**config.mk**
```make
export PLATFORM = sky130hd
export DESIGN_NAME = ctm_timer
export DESIGN_NICKNAME = d
export VERILOG_FILES = /design/src/ctm_pkg.sv /design/src/ctm_timer.sv /design/src/ctm_sync2.sv /design/src/ctm_prescale.sv
export VERILOG_INCLUDE_DIRS = /design/src /design/src/src
export SDC_FILE = /design/constraint.sdc
export NUM_CORES = 1
export LEC_CHECK = 0
export ABC_AREA = 1
export BUFFER_PORTS_ARGS = -buffer_cell sky130_fd_sc_hd__buf_4
export CAP_MARGIN = 20
export CORE_ASPECT_RATIO = 0.7
export CORE_MARGIN = 5
export CORE_UTILIZATION = 35
export DETAILED_ROUTE_END_ITERATION = 12
export SLEW_MARGIN = 20
export SYNTH_ARGS = -nofsm -noshare
export SYNTH_HDL_FRONTEND = slang
export SYNTH_HIERARCHICAL = 1
export SYNTH_SLANG_ARGS = --single-unit
```
**constraint.sdc**
```tcl
create_clock -name clk_sys_i -period 2.6 [get_ports clk_sys_i]
set_clock_uncertainty 0.15 [all_clocks]
set_input_delay 0.52 -clock clk_sys_i [delete_from_list [all_inputs] [get_ports clk_sys_i]]
set_output_delay 0.52 -clock clk_sys_i [all_outputs]
set_load 0.1 [all_outputs]
```
**src/ctm_cfg.svh**
```systemverilog
// Register map, field positions, codes and reset values of the compact timer
`ifndef CTM_CFG_SVH
`define CTM_CFG_SVH

`define CTM_ADDR_W 3
`define CTM_ADDR_C0 3'h0
`define CTM_ADDR_C1 3'h1
`define CTM_ADDR_DL 3'h2
`define CTM_ADDR_DH 3'h3
`define CTM_ADDR_AL 3'h4
`define CTM_ADDR_AH 3'h5
`define CTM_ADDR_PL 3'h6
`define CTM_ADDR_PH 3'h7

`define CTM_C0_RST 8'h00
`define CTM_C1_RST 8'h00

`define CTM_C0_PAU 7
`define CTM_C0_CK_HI 6
`define CTM_C0_CK_LO 4
`define CTM_C0_ON 3
`define CTM_C0_RP_HI 2
`define CTM_C0_RP_LO 0

`define CTM_C1_M_HI 7
`define CTM_C1_M_LO 6
`define CTM_C1_IO_HI 5
`define CTM_C1_IO_LO 4
`define CTM_C1_OC 3
`define CTM_C1_POL 2
`define CTM_C1_DPX 1
`define CTM_C1_CCLR 0

`define CTM_MODE_CMP 2'h0
`define CTM_MODE_PWM 2'h2
`define CTM_MODE_TMR 2'h3

`define CTM_CK_SYS_DIV4 3'h0
`define CTM_CK_SYS 3'h1
`define CTM_CK_HI_DIV16 3'h2
`define CTM_CK_HI_DIV64 3'h3
`define CTM_CK_SUB_A 3'h4
`define CTM_CK_SUB_B 3'h5
`define CTM_CK_EXT_RISE 3'h6
`define CTM_CK_EXT_FALL 3'h7

`define CTM_IO_NONE 2'h0
`define CTM_IO_LOW 2'h1
`define CTM_IO_HIGH 2'h2
`define CTM_IO_TOGGLE 2'h3
`define CTM_PWM_INACTIVE 2'h0
`define CTM_PWM_ACTIVE 2'h1
`define CTM_PWM_WAVE 2'h2

`define CTM_DIV4_MASK 6'h03
`define CTM_DIV16_MASK 6'h0F
`define CTM_DIV64_MASK 6'h3F

`define CTM_FULL_PERIOD 11'h400
`define CTM_COUNT_ONE 11'h001

`endif

```
**src/ctm_pkg.sv**
```systemverilog
// State types of the compact timer modules
package ctm_pkg;

  typedef struct packed {
    logic [1:0] stage1;
    logic [1:0] stage2;
  } ctm_sync_t;

  typedef struct packed {
    logic [5:0] div;
    logic en_div4;
    logic en_div16;
    logic en_div64;
  } ctm_presc_t;

  typedef struct packed {
    logic [7:0] ctrl0;
    logic [7:0] ctrl1;
    logic [9:0] cmp_a;
    logic [9:0] count;
    logic [7:0] hold_buf;
    logic [7:0] rdata;
    logic on_q;
    logic ext_q;
    logic sub_q;
    logic out_lvl;
    logic pin;
    logic irq_a;
    logic irq_p;
  } ctm_state_t;

endpackage

```
**src/ctm_timer.sv**
```systemverilog
// Compact 10-bit timer: counter, two comparators, output pin pair, byte register port
//
// Contract
// - 10-bit up-counter steps on each selected clock edge while switched on and not paused.
// - Counter equal to a comparator is a match: interrupt, maybe clear, maybe pin.
// - Period value meets counter bits 9..7; compare A meets all ten bits.
// - Separate interrupt pulses for compare A match and period match.
// - Counter clears on overflow or associated comparator match, raising its interrupt.
// - Software can only zero the counter, by raising the on bit.
// - Three-bit field selects system ratio, high clock ratio, sub clock or pin.
// - External pin counts on rising or falling edge as configured.
// - Modes are compare match output, timer/event counter and PWM output.
// - Two output pins, second always the inverse of the first.
// - Compare mode sets pin high, low or toggles on compare A match.
// - PWM waveform appears on the same output pin pair.
// - Low byte write of compare A or period only loads the holding buffer.
// - High byte write loads high byte and copies buffer to low byte.
// - High byte read returns it and captures the low byte into the buffer.
// - Low byte read returns the holding buffer, not the live byte.
// - Select codes: sys/4, sys, high/16, high/64, sub, sub, pin rise, pin fall.
// - Period code n gives n*128 clocks; code zero gives 1024 clocks.
// - Mode 00 compare, 10 PWM, 11 timer/counter, 01 undefined.
// - In compare or PWM mode, raising the on bit restores the initial level.
`timescale 1ns/1ps
`include "ctm_cfg.svh"
module ctm_timer (
  input wire logic clk_sys_i,
  input wire logic rst_b_i,
  input wire logic [`CTM_ADDR_W-1:0] reg_addr_i,
  input wire logic [7:0] reg_wdata_i,
  input wire logic reg_wr_i,
  input wire logic reg_rd_i,
  output logic [7:0] reg_rdata_o,
  input wire logic compact_ext_clock_pin_i,
  input wire logic sub_clock_i,
  output logic timer_output_pin_o,
  output logic timer_output_inverted_pin_o,
  output logic match_a_irq_o,
  output logic match_p_irq_o
);

  ctm_pkg::ctm_state_t st;
  ctm_pkg::ctm_state_t next_st;

  logic en_div4;
  logic en_div16;
  logic en_div64;
  logic [1:0] pins_sync;

  // Decoded control fields
  logic pause;
  logic counter_on_bit;
  logic [2:0] clock_select_field;
  logic [2:0] period_compare_value;
  logic [1:0] operating_mode_field;
  logic [1:0] out_func;
  logic initial_level_bit;
  logic polarity;
  logic duty_swap;
  logic clear_on_a;

  // Counter datapath
  logic tick;
  logic on_rise;
  logic ext_now;
  logic sub_now;
  logic [10:0] cnt_inc;
  logic [10:0] period_target;
  logic match_a;
  logic match_p;
  logic clr_a;
  logic clr_p;
  logic pwm_mode;
  logic cmp_mode;
  logic pwm_active;
  logic [9:0] duty_value;

  ctm_prescale u_prescale (
    .clk_sys_i(clk_sys_i),
    .rst_b_i(rst_b_i),
    .en_div4_o(en_div4),
    .en_div16_o(en_div16),
    .en_div64_o(en_div64)
  );

  // Bit 0 external clock pin, bit 1 sub clock; both arrive from other domains
  ctm_sync2 u_sync (
    .clk_sys_i(clk_sys_i),
    .rst_b_i(rst_b_i),
    .async_i({sub_clock_i, compact_ext_clock_pin_i}),
    .sync_o(pins_sync)
  );

  assign pause = st.ctrl0[`CTM_C0_PAU];
  assign counter_on_bit = st.ctrl0[`CTM_C0_ON];
  assign clock_select_field = st.ctrl0[`CTM_C0_CK_HI:`CTM_C0_CK_LO];
  assign period_compare_value = st.ctrl0[`CTM_C0_RP_HI:`CTM_C0_RP_LO];
  assign operating_mode_field = st.ctrl1[`CTM_C1_M_HI:`CTM_C1_M_LO];
  assign out_func = st.ctrl1[`CTM_C1_IO_HI:`CTM_C1_IO_LO];
  assign initial_level_bit = st.ctrl1[`CTM_C1_OC];
  assign polarity = st.ctrl1[`CTM_C1_POL];
  assign duty_swap = st.ctrl1[`CTM_C1_DPX];
  assign clear_on_a = st.ctrl1[`CTM_C1_CCLR];

  assign ext_now = pins_sync[0];
  assign sub_now = pins_sync[1];
  assign on_rise = counter_on_bit & ~st.on_q;
  assign cmp_mode = (operating_mode_field == `CTM_MODE_CMP);
  assign pwm_mode = (operating_mode_field == `CTM_MODE_PWM);

  // Clock source selection; high clock is taken as the system clock here
  always_comb begin
    case (clock_select_field)
      `CTM_CK_SYS_DIV4: tick = en_div4;
      `CTM_CK_SYS: tick = 1'b1;
      `CTM_CK_HI_DIV16: tick = en_div16;
      `CTM_CK_HI_DIV64: tick = en_div64;
      `CTM_CK_SUB_A,
      `CTM_CK_SUB_B: tick = sub_now & ~st.sub_q;
      `CTM_CK_EXT_RISE: tick = ext_now & ~st.ext_q;
      `CTM_CK_EXT_FALL: tick = ~ext_now & st.ext_q;
      default: tick = 1'b0;
    endcase
  end

  // Matches are judged on the value the counter is about to take
  assign cnt_inc = {1'b0, st.count} + `CTM_COUNT_ONE;
  assign period_target = (period_compare_value == 3'h0) ? `CTM_FULL_PERIOD :
                         {1'b0, period_compare_value, 7'h00};
  assign match_a = tick & (cnt_inc[9:0] == st.cmp_a);
  assign match_p = tick & (cnt_inc == period_target);

  // In PWM the duty swap bit chooses which comparator sets the period
  assign clr_a = match_a & (pwm_mode ? duty_swap : clear_on_a);
  assign clr_p = match_p & (pwm_mode ? ~duty_swap : ~clear_on_a);

  assign duty_value = duty_swap ? {period_compare_value, 7'h00} : st.cmp_a;
  assign pwm_active = (st.count < duty_value);

  always_comb begin
    next_st = st;
    next_st.rdata = 8'h00;
    next_st.irq_a = 1'b0;
    next_st.irq_p = 1'b0;
    next_st.on_q = counter_on_bit;
    next_st.ext_q = ext_now;
    next_st.sub_q = sub_now;

    // Counter
    if (on_rise) begin
      next_st.count = 10'h000;
    end else if (counter_on_bit && !pause && tick) begin
      if (clr_a || clr_p) begin
        next_st.count = 10'h000;
      end else begin
        next_st.count = cnt_inc[9:0];
      end
      next_st.irq_a = match_a;
      next_st.irq_p = match_p;
    end

    // Output level before polarity
    if (on_rise && (cmp_mode || pwm_mode)) begin
      next_st.out_lvl = initial_level_bit;
    end else if (counter_on_bit) begin
      case (operating_mode_field)
        `CTM_MODE_CMP: begin
          if (match_a && !pause) begin
            case (out_func)
              `CTM_IO_LOW: next_st.out_lvl = 1'b0;
              `CTM_IO_HIGH: next_st.out_lvl = 1'b1;
              `CTM_IO_TOGGLE: next_st.out_lvl = ~st.out_lvl;
              default: next_st.out_lvl = st.out_lvl;
            endcase
          end
        end
        `CTM_MODE_PWM: begin
          case (out_func)
            `CTM_PWM_ACTIVE: next_st.out_lvl = initial_level_bit;
            `CTM_PWM_WAVE: next_st.out_lvl = pwm_active ? initial_level_bit : ~initial_level_bit;
            default: next_st.out_lvl = ~initial_level_bit;
          endcase
        end
        // Timer/counter mode leaves the pin alone
        default: next_st.out_lvl = st.out_lvl;
      endcase
    end
    next_st.pin = (cmp_mode || pwm_mode) ? (next_st.out_lvl ^ polarity) : st.pin;

    // Register port
    if (reg_wr_i) begin
      case (reg_addr_i)
        `CTM_ADDR_C0: next_st.ctrl0 = reg_wdata_i;
        `CTM_ADDR_C1: next_st.ctrl1 = reg_wdata_i;
        `CTM_ADDR_AL,
        `CTM_ADDR_PL: next_st.hold_buf = reg_wdata_i;
        `CTM_ADDR_AH: next_st.cmp_a = {reg_wdata_i[1:0], st.hold_buf};
        `CTM_ADDR_PH: begin
          // Only period bits 9..7 exist; buffer bit 7 is the lowest of them
          next_st.ctrl0[`CTM_C0_RP_HI:`CTM_C0_RP_LO] = {reg_wdata_i[1:0], st.hold_buf[7]};
        end
        // Count bytes are read only
        default: next_st.hold_buf = st.hold_buf;
      endcase
    end else if (reg_rd_i) begin
      case (reg_addr_i)
        `CTM_ADDR_C0: next_st.rdata = st.ctrl0;
        `CTM_ADDR_C1: next_st.rdata = st.ctrl1;
        `CTM_ADDR_DH: begin
          next_st.rdata = {6'h00, st.count[9:8]};
          next_st.hold_buf = st.count[7:0];
        end
        `CTM_ADDR_AH: begin
          next_st.rdata = {6'h00, st.cmp_a[9:8]};
          next_st.hold_buf = st.cmp_a[7:0];
        end
        `CTM_ADDR_PH: begin
          next_st.rdata = {6'h00, period_compare_value[2:1]};
          next_st.hold_buf = {period_compare_value[0], 7'h00};
        end
        `CTM_ADDR_DL,
        `CTM_ADDR_AL,
        `CTM_ADDR_PL: next_st.rdata = st.hold_buf;
        default: next_st.rdata = 8'h00;
      endcase
    end
  end

  always_ff @(posedge clk_sys_i) begin
    if (!rst_b_i) begin
      st <= '0;
      st.ctrl0 <= `CTM_C0_RST;
      st.ctrl1 <= `CTM_C1_RST;
    end else begin
      st <= next_st;
    end
  end

  assign reg_rdata_o = st.rdata;
  assign timer_output_pin_o = st.pin;
  assign timer_output_inverted_pin_o = ~st.pin;
  assign match_a_irq_o = st.irq_a;
  assign match_p_irq_o = st.irq_p;

endmodule // ctm_timer

```
**src/ctm_sync2.sv**
```systemverilog
// Two-stage synchroniser for the external clock pin and the sub clock
`timescale 1ns/1ps
module ctm_sync2 (
  input wire logic clk_sys_i,
  input wire logic rst_b_i,
  input wire logic [1:0] async_i,
  output logic [1:0] sync_o
);

  ctm_pkg::ctm_sync_t st;
  ctm_pkg::ctm_sync_t next_st;

  always_comb begin
    next_st = st;
    next_st.stage1 = async_i;
    next_st.stage2 = st.stage1;
  end

  always_ff @(posedge clk_sys_i) begin
    if (!rst_b_i) begin
      st <= '0;
    end else begin
      st <= next_st;
    end
  end

  assign sync_o = st.stage2;

endmodule // ctm_sync2

```
**src/ctm_prescale.sv**
```systemverilog
// Divider giving one-cycle enables at the system clock /4, /16 and /64
`timescale 1ns/1ps
`include "ctm_cfg.svh"
module ctm_prescale (
  input wire logic clk_sys_i,
  input wire logic rst_b_i,
  output logic en_div4_o,
  output logic en_div16_o,
  output logic en_div64_o
);

  ctm_pkg::ctm_presc_t st;
  ctm_pkg::ctm_presc_t next_st;

  always_comb begin
    next_st = st;
    next_st.div = st.div + 6'h01;
    next_st.en_div4 = ((st.div & `CTM_DIV4_MASK) == `CTM_DIV4_MASK);
    next_st.en_div16 = ((st.div & `CTM_DIV16_MASK) == `CTM_DIV16_MASK);
    next_st.en_div64 = ((st.div & `CTM_DIV64_MASK) == `CTM_DIV64_MASK);
  end

  always_ff @(posedge clk_sys_i) begin
    if (!rst_b_i) begin
      st <= '0;
    end else begin
      st <= next_st;
    end
  end

  assign en_div4_o = st.en_div4;
  assign en_div16_o = st.en_div16;
  assign en_div64_o = st.en_div64;

endmodule // ctm_prescale

```
# ---- Word level (Yosys, flattened, before mapping)
# Index checks and enable logic that the tools add are counted.
dict set report op_classes {
  n_addsub 2
  order_cmp 1
  n_eq_ne 24
  mux 19
  bitwise 21
  reduce_logical 25
}
# operator count
set op_table {}
lappend op_table {{8-bit case mux with 6 select lines} 1}
lappend op_table {{3-bit equality test (second input constant)} 8}
lappend op_table {{8-bit case mux with 3 select lines} 1}
lappend op_table {{10-bit 2-to-1 mux} 2}
lappend op_table {{16-bit 2-to-1 mux} 1}
lappend op_table {{8-bit 2-to-1 mux} 2}
lappend op_table {{3-bit by 2-bit equality test with 1-bit output (second input constant)} 4}
lappend op_table {{1-bit NOT} 12}
lappend op_table {{10-bit by 1-bit adder with 11-bit output (second input constant)} 1}
lappend op_table {{11-bit equality test} 1}
lappend op_table {{11-bit 2-to-1 mux} 1}
lappend op_table {{10-bit equality test} 1}
lappend op_table {{10-bit less-than comparator} 1}
lappend op_table {{3-bit logical NOT} 3}
lappend op_table {{3-bit OR reduction} 3}
lappend op_table {{1-bit bitwise AND} 8}
lappend op_table {{2-bit equality test (second input constant)} 4}
lappend op_table {{2-bit AND reduction} 4}
lappend op_table {{1-bit case mux with 7 select lines} 1}
lappend op_table {{6-bit by 1-bit adder with 6-bit output (second input constant)} 1}
lappend op_table {{3-bit by 1-bit equality test with 1-bit output (second input constant)} 2}
lappend op_table {{6-bit equality test (second input constant)} 1}
lappend op_table {{1-bit 2-to-1 mux} 6}
lappend op_table {{3-bit case mux with 2 select lines} 1}
lappend op_table {{other kinds (14)} 22}
dict set report totals {
  reg_bits 72
  inputBits 17
  out_inout_bits 12
  wordCells 112
}

# ---- Depth between registers and ports, before layout
dict set report logic_depth {
  ltp_word 10
  mapped_depth 19
  depth_no_buf 19
}

# ---- Hierarchy
# The synthesis kept the hierarchy.
# module n_inst cells_each area_per_inst_um2 seq_area_each_um2
set by_module_without_submodules {}
lappend by_module_without_submodules {ctm_timer 1 558 3651.0 1181.1}
lappend by_module_without_submodules {ctm_prescale 1 42 335.3 180.2}
lappend by_module_without_submodules {ctm_sync2 1 12 110.1 80.1}

# ---- Worst setup path before layout
# OpenSTA, ideal clock, no wires.
dict set report synth_path {
  kind {register to output}
  from {reg st (netlist bit timer_output_pin_o)}
  to {out timer_output_inverted_pin_o}
  arrival_time_ns 1.619
  required_ns 1.930
  path_slack_ns 0.311
  path_stages_with_launch 2
  path_buffers 0
  cell_sequence {dfxtp_1 -> inv_1}
}
dict set report synth_between {
  elab_chain_len 1
}
# element line_no
set synth_rtl {}
lappend synth_rtl {{from (decl)} ctm_timer.sv:42} ;# ctm_pkg::ctm_state_t st;
lappend synth_rtl {{from (signal assigned)} ctm_timer.sv:235} ;# st <= next_st;
lappend synth_rtl {{1-bit NOT} ctm_timer.sv:241} ;# assign timer_output_inverted_pin_o = ~st.pin;
lappend synth_rtl {{to (decl)} ctm_timer.sv:37} ;# output logic timer_output_inverted_pin_o,
# No other way between the ends.

# ---- Worst setup path after layout
dict set report layout_path {
  from {reg st (netlist bit period_compare_value[2])}
  to {reg st (netlist bit timer_output_pin_o)}
}
dict set report layout_between {
  elab_chain_len 8
}
# element line_no
set layout_rtl {}
lappend layout_rtl {{10-bit 2-to-1 mux} ctm_timer.sv:137} ;# assign duty_value = duty_swap ? {period_compare_value, 7'h00} : st.cmp_a;
lappend layout_rtl {{10-bit less-than comparator} ctm_timer.sv:138} ;# assign pwm_active = (st.count < duty_value);
lappend layout_rtl {{1-bit 2-to-1 mux} ctm_timer.sv:180} ;# `CTM_PWM_WAVE: next_st.out_lvl = pwm_active ? initial_level_bit : ~initial_level_bit;
lappend layout_rtl {{1-bit case mux with 2 select lines} ctm_timer.sv:178} ;# case (out_func)
lappend layout_rtl {{1-bit case mux with 2 select lines} ctm_timer.sv:166} ;# case (operating_mode_field)
lappend layout_rtl {{1-bit 2-to-1 mux} ctm_timer.sv:165} ;# end else if (counter_on_bit) begin
lappend layout_rtl {{1-bit 2-to-1 mux} ctm_timer.sv:163} ;# if (on_rise && (cmp_mode || pwm_mode)) begin
lappend layout_rtl {{1-bit XOR} ctm_timer.sv:188} ;# next_st.pin = (cmp_mode || pwm_mode) ? (next_st.out_lvl ^ polarity) : st.pin;
# No other way between the ends.
# A chain may end at the register's enable or synchronous reset.

==> impl_metrics.csv <==
group,metric,value,unit
placed_design,gp_congestion,0.888,
worst_hold_path,hold_depth,3,
global_routing,grt_pass1_wl,19200,µm
floorplan,die_height,101,µm
global_routing,grtUsageMet2,0.249,
setup_path,startpoint,"period_compare_value[2]",
clock_tree,cts_made_buffers,9,
logic_synthesis,synth_area,4100,µm²
clock_tree,clock-root-buffer,"clkbuf_16",
power,sw_frac_of_total,0.284,
global_routing,grt_use_met3,0.0403,
timing,setup_viol_count_final,0,
logic_synthesis,muxShareOfSynthArea,0,
timing,slew_violations,0,
logic_synthesis,ys_ff_latch,72,
placed_design,place_area,4460,µm²
drt,wire_per_inst,14.8,µm
timing,hold_viol,0,
floorplan,coreArea,11600,µm²
global_routing,grt_max_degree,31,
clock_tree,cts.clk_slew.worst_paths,0.06,ns
global_routing,busiest_layer,"met1",
clock_tree,cts_sinks,72,
logic_synthesis,synth_edf_count,0,
worst_hold_path,min_from,"compact_ext_clock_pin_i",
power,seqPwrFrac,0.443,
final_layout,final_common_cell,"nand2_1",
logic_synthesis,synthXorXnorAreaFrac,0.00641,
global_routing,track_usage,0.172,
logic_synthesis,syn-num-nets,643,
power,p_sw,0.747,mW
logic_synthesis,yosys.area_share.simple,0.312,
power,p_int,1.89,mW
clock_tree,htreeDepth,3,
timing,worstMarginPinSlew,0.637,ns
final_layout,nets,671,
setup_path,arrival,2.55,ns
final_layout,synthToLayoutAreaGrowth,17.0,%
status,status,"complete, no violations",
drt,ant_nets,0,
timing,holdWs,0.210,ns
clock_tree,cts_tree,"built",
logic_synthesis,synth_compound_area_frac,0.176,
setup_path,crit_required,2.69,ns
timing,relSlewSlack,0.575,
final_layout,drive_gt1_frac,0.160,
logic_synthesis,yosys_warnings,6,
final_layout,num-fill-cells,1182,
drt,drtIter0Drc,408,
floorplan,die_w,139,µm
floorplan,initial_core_util,0.354,
setup_path,rrSetupSlack,0.14,ns
timing,period_share,0.946,
setup_path,end_kind,"register",
logic_synthesis,synth_top_family_by_area,"simple AND/OR/NAND/NOR gates",
global_routing,antenna_found_initial,0,
clock_tree,cts_buffer_depth,2,
power,power_leakage,2.02,nW
setup_path,critPathMaxFanout,4,
worst_hold_path,min_to,"u_sync/next_st[0]",
power,comb_power_share,0.110,
setup_path,reg2reg_depth,17,
global_routing,overflow,0,
setup_path,r2r-start,"period_compare_value[2]",
floorplan,die-area,14000,µm²
drt,first_pass_iters,5,
placed_design,io_buffer_count,28,
drt,vias_per_cell,5.13,
logic_synthesis,avgSynthCellArea,6.69,µm²
logic_synthesis,ys_seq_area_frac,0.352,
global_routing,grt_pass1_vias,3723,
final_layout,final_cell_mix,"nand2_1, inv_1, dfxtp_1",
power,powerDensity,550,nW/µm²
logic_synthesis,synthArstFlopShare,0,
drt,totalWireLength,11900,µm
setup_path,critical_path_class,"register to register",
final_layout,antenna_cells,0,
power,p_clk_frac,0.447,
logic_synthesis,synth_top_flop_cell,"dfxtp_1",
final_layout,finalInstanceArea,4790,µm²
setup_path,reg2reg_to,"timer_output_pin_o",
drt,remaining_drc_errors,0,
global_routing,use_met1,0.252,
placed_design,dpl.hpwl,9210,µm
floorplan,num_io_pins,29,
setup_path,cp-start-kind,"register",
flow_run,drv_cap,0,
logic_synthesis,synth_cells,612,
timing,fin_crit,2.46,ns
logic_synthesis,synth.distinct_cells,39,
timing,clock.fmax,406,MHz
worst_hold_path,min_path_type,"input pin to register",
drt,dr_total_vias,4117,
floorplan,num_rows,33,
power,vdd_ir_drop_max,269,µV
clock_tree,clk-insertion-delay-late,0.34,ns
logic_synthesis,synthAdderAreaFrac,0.0428,
[state kept, by name (all words and copies together), names as in the netlist, 2 cells and up]
register	cells
reg_rdata_o	8
u_sync/sync_o	2
out_func	2
u_prescale/st	6
clock_select_field	3
u_sync/next_st	2
period_compare_value	3
operating_mode_field	2
st	32
[power by group through the flow]
stage | Sequential, mW | Clock (mW) | Combinational, mW
detailed placement | 1.19 | 0 | 0.278
floorplan | 1.19 | 0 | 0.176
finish | 1.17 | 1.18 | 0.290
global route | 1.17 | 1.24 | 0.319
global placement | 1.19 | 0 | 0.276
CTS | 1.17 | 1.19 | 0.280
[cell type report]
cell class	instances	area, µm²	share of cell area
clock buffer	9	225	0.0470
clock inverter	7	55.1	0.0115
inverter	89	335	0.0700
multi-input combinational	429	2240	0.467
sequential	72	1450	0.302
tap	157	196	0.0410
timing repair buffer	39	293	0.0611
[synthesized netlist by cell type (3+ instances only)]
library cell | number | area (µm²)
nor2_4 | 3 | 33.8
nand2_2 | 13 | 81.3
clkbuf_1 | 11 | 41.3
nand3_1 | 39 | 195
inv_1 | 81 | 304
o21ai_0 | 39 | 195
o221ai_1 | 5 | 43.8
nor4_1 | 3 | 18.8
nor3_1 | 6 | 30.0
nand2_1 | 153 | 574
nor2_2 | 5 | 31.3
a211oi_1 | 5 | 37.5
buf_4 | 9 | 67.6
xor2_1 | 3 | 26.3
nand4_1 | 11 | 68.8
a31oi_1 | 5 | 31.3
ha_1 | 14 | 175
a21oi_1 | 66 | 330
dfxtp_1 | 72 | 1440
nor2_1 | 42 | 158
inv_2 | 6 | 22.5
[how the worst max path moves through the flow]
| stage | to | slack [ns] | cells past startpoint |
|---|---|---|---|
| final | timer_output_pin_o | 0.14 | 17 |
| after global routing | timer_output_pin_o | -0.02 | 17 |
| after CTS | timer_output_pin_o | 0.04 | 17 |
| after detailed placement | timer_output_pin_o | -0.14 | 15 |
| after global placement | timer_output_pin_o | -0.15 | 15 |
| after floorplan | timer_output_inverted_pin_o | 0.31 | 1 |
[repair_timing]
item                       4_1_cts  5_1_grt
resized for setup                2       16
setup endpoints to repair        2       12
hold buffers                     0        0
pin swaps                        0        6
setup buffers                    0        1
[kinds of logic (layout without fill, tap and decap cells)]
family / after synthesis / in the layout
xor gates and xnor gates: 3 / 3
AOI/OAI and AO/OA: 129 / 129
buffers and inverters: 111 / 144
and+or+nand+nor: 283 / 283
DFF: 72 / 72
adders and majority gates: 14 / 14
[critical path, cell delays in order (launching register included)]
cell     delay [ns]
dfxtp_2        0.37
inv_1          0.06
nand2_1        0.05
o21ai_1        0.10
ha_1           0.34
nand4_1        0.18
nor3_2         0.24
o21ai_2        0.12
nand3_1        0.09
nand2_1        0.05
nand3_1        0.07
nand2_1        0.06
a21oi_2        0.13
nand2_2        0.08
nand3_1        0.07
nand3_1        0.09
nand2_1        0.07
inv_1          0.03
[routing by layer]
layer  share of wire  up-vias
li1                -     2051
met1            0.50     1911
met2            0.42      135
met3           0.068       20
met4           0.016        0
met5               0        -
[metrics by stage]
stage,setup WS [ns],TNS (ns),utilization,total power [mW],std cells
2_1_floorplan,0.311,0,-,1.36,612
3_3_place_gp,-0.151,-0.151,0.386,1.46,785
3_5_place_dp,-0.145,-0.145,0.386,1.47,785
4_1_cts,0.0395,0,0.410,2.64,801
5_1_grt,-0.0171,-0.0171,0.414,2.73,802
6_report,0.140,0,0.414,2.63,802
Note: power is estimated with default switching activity, not from simulation.
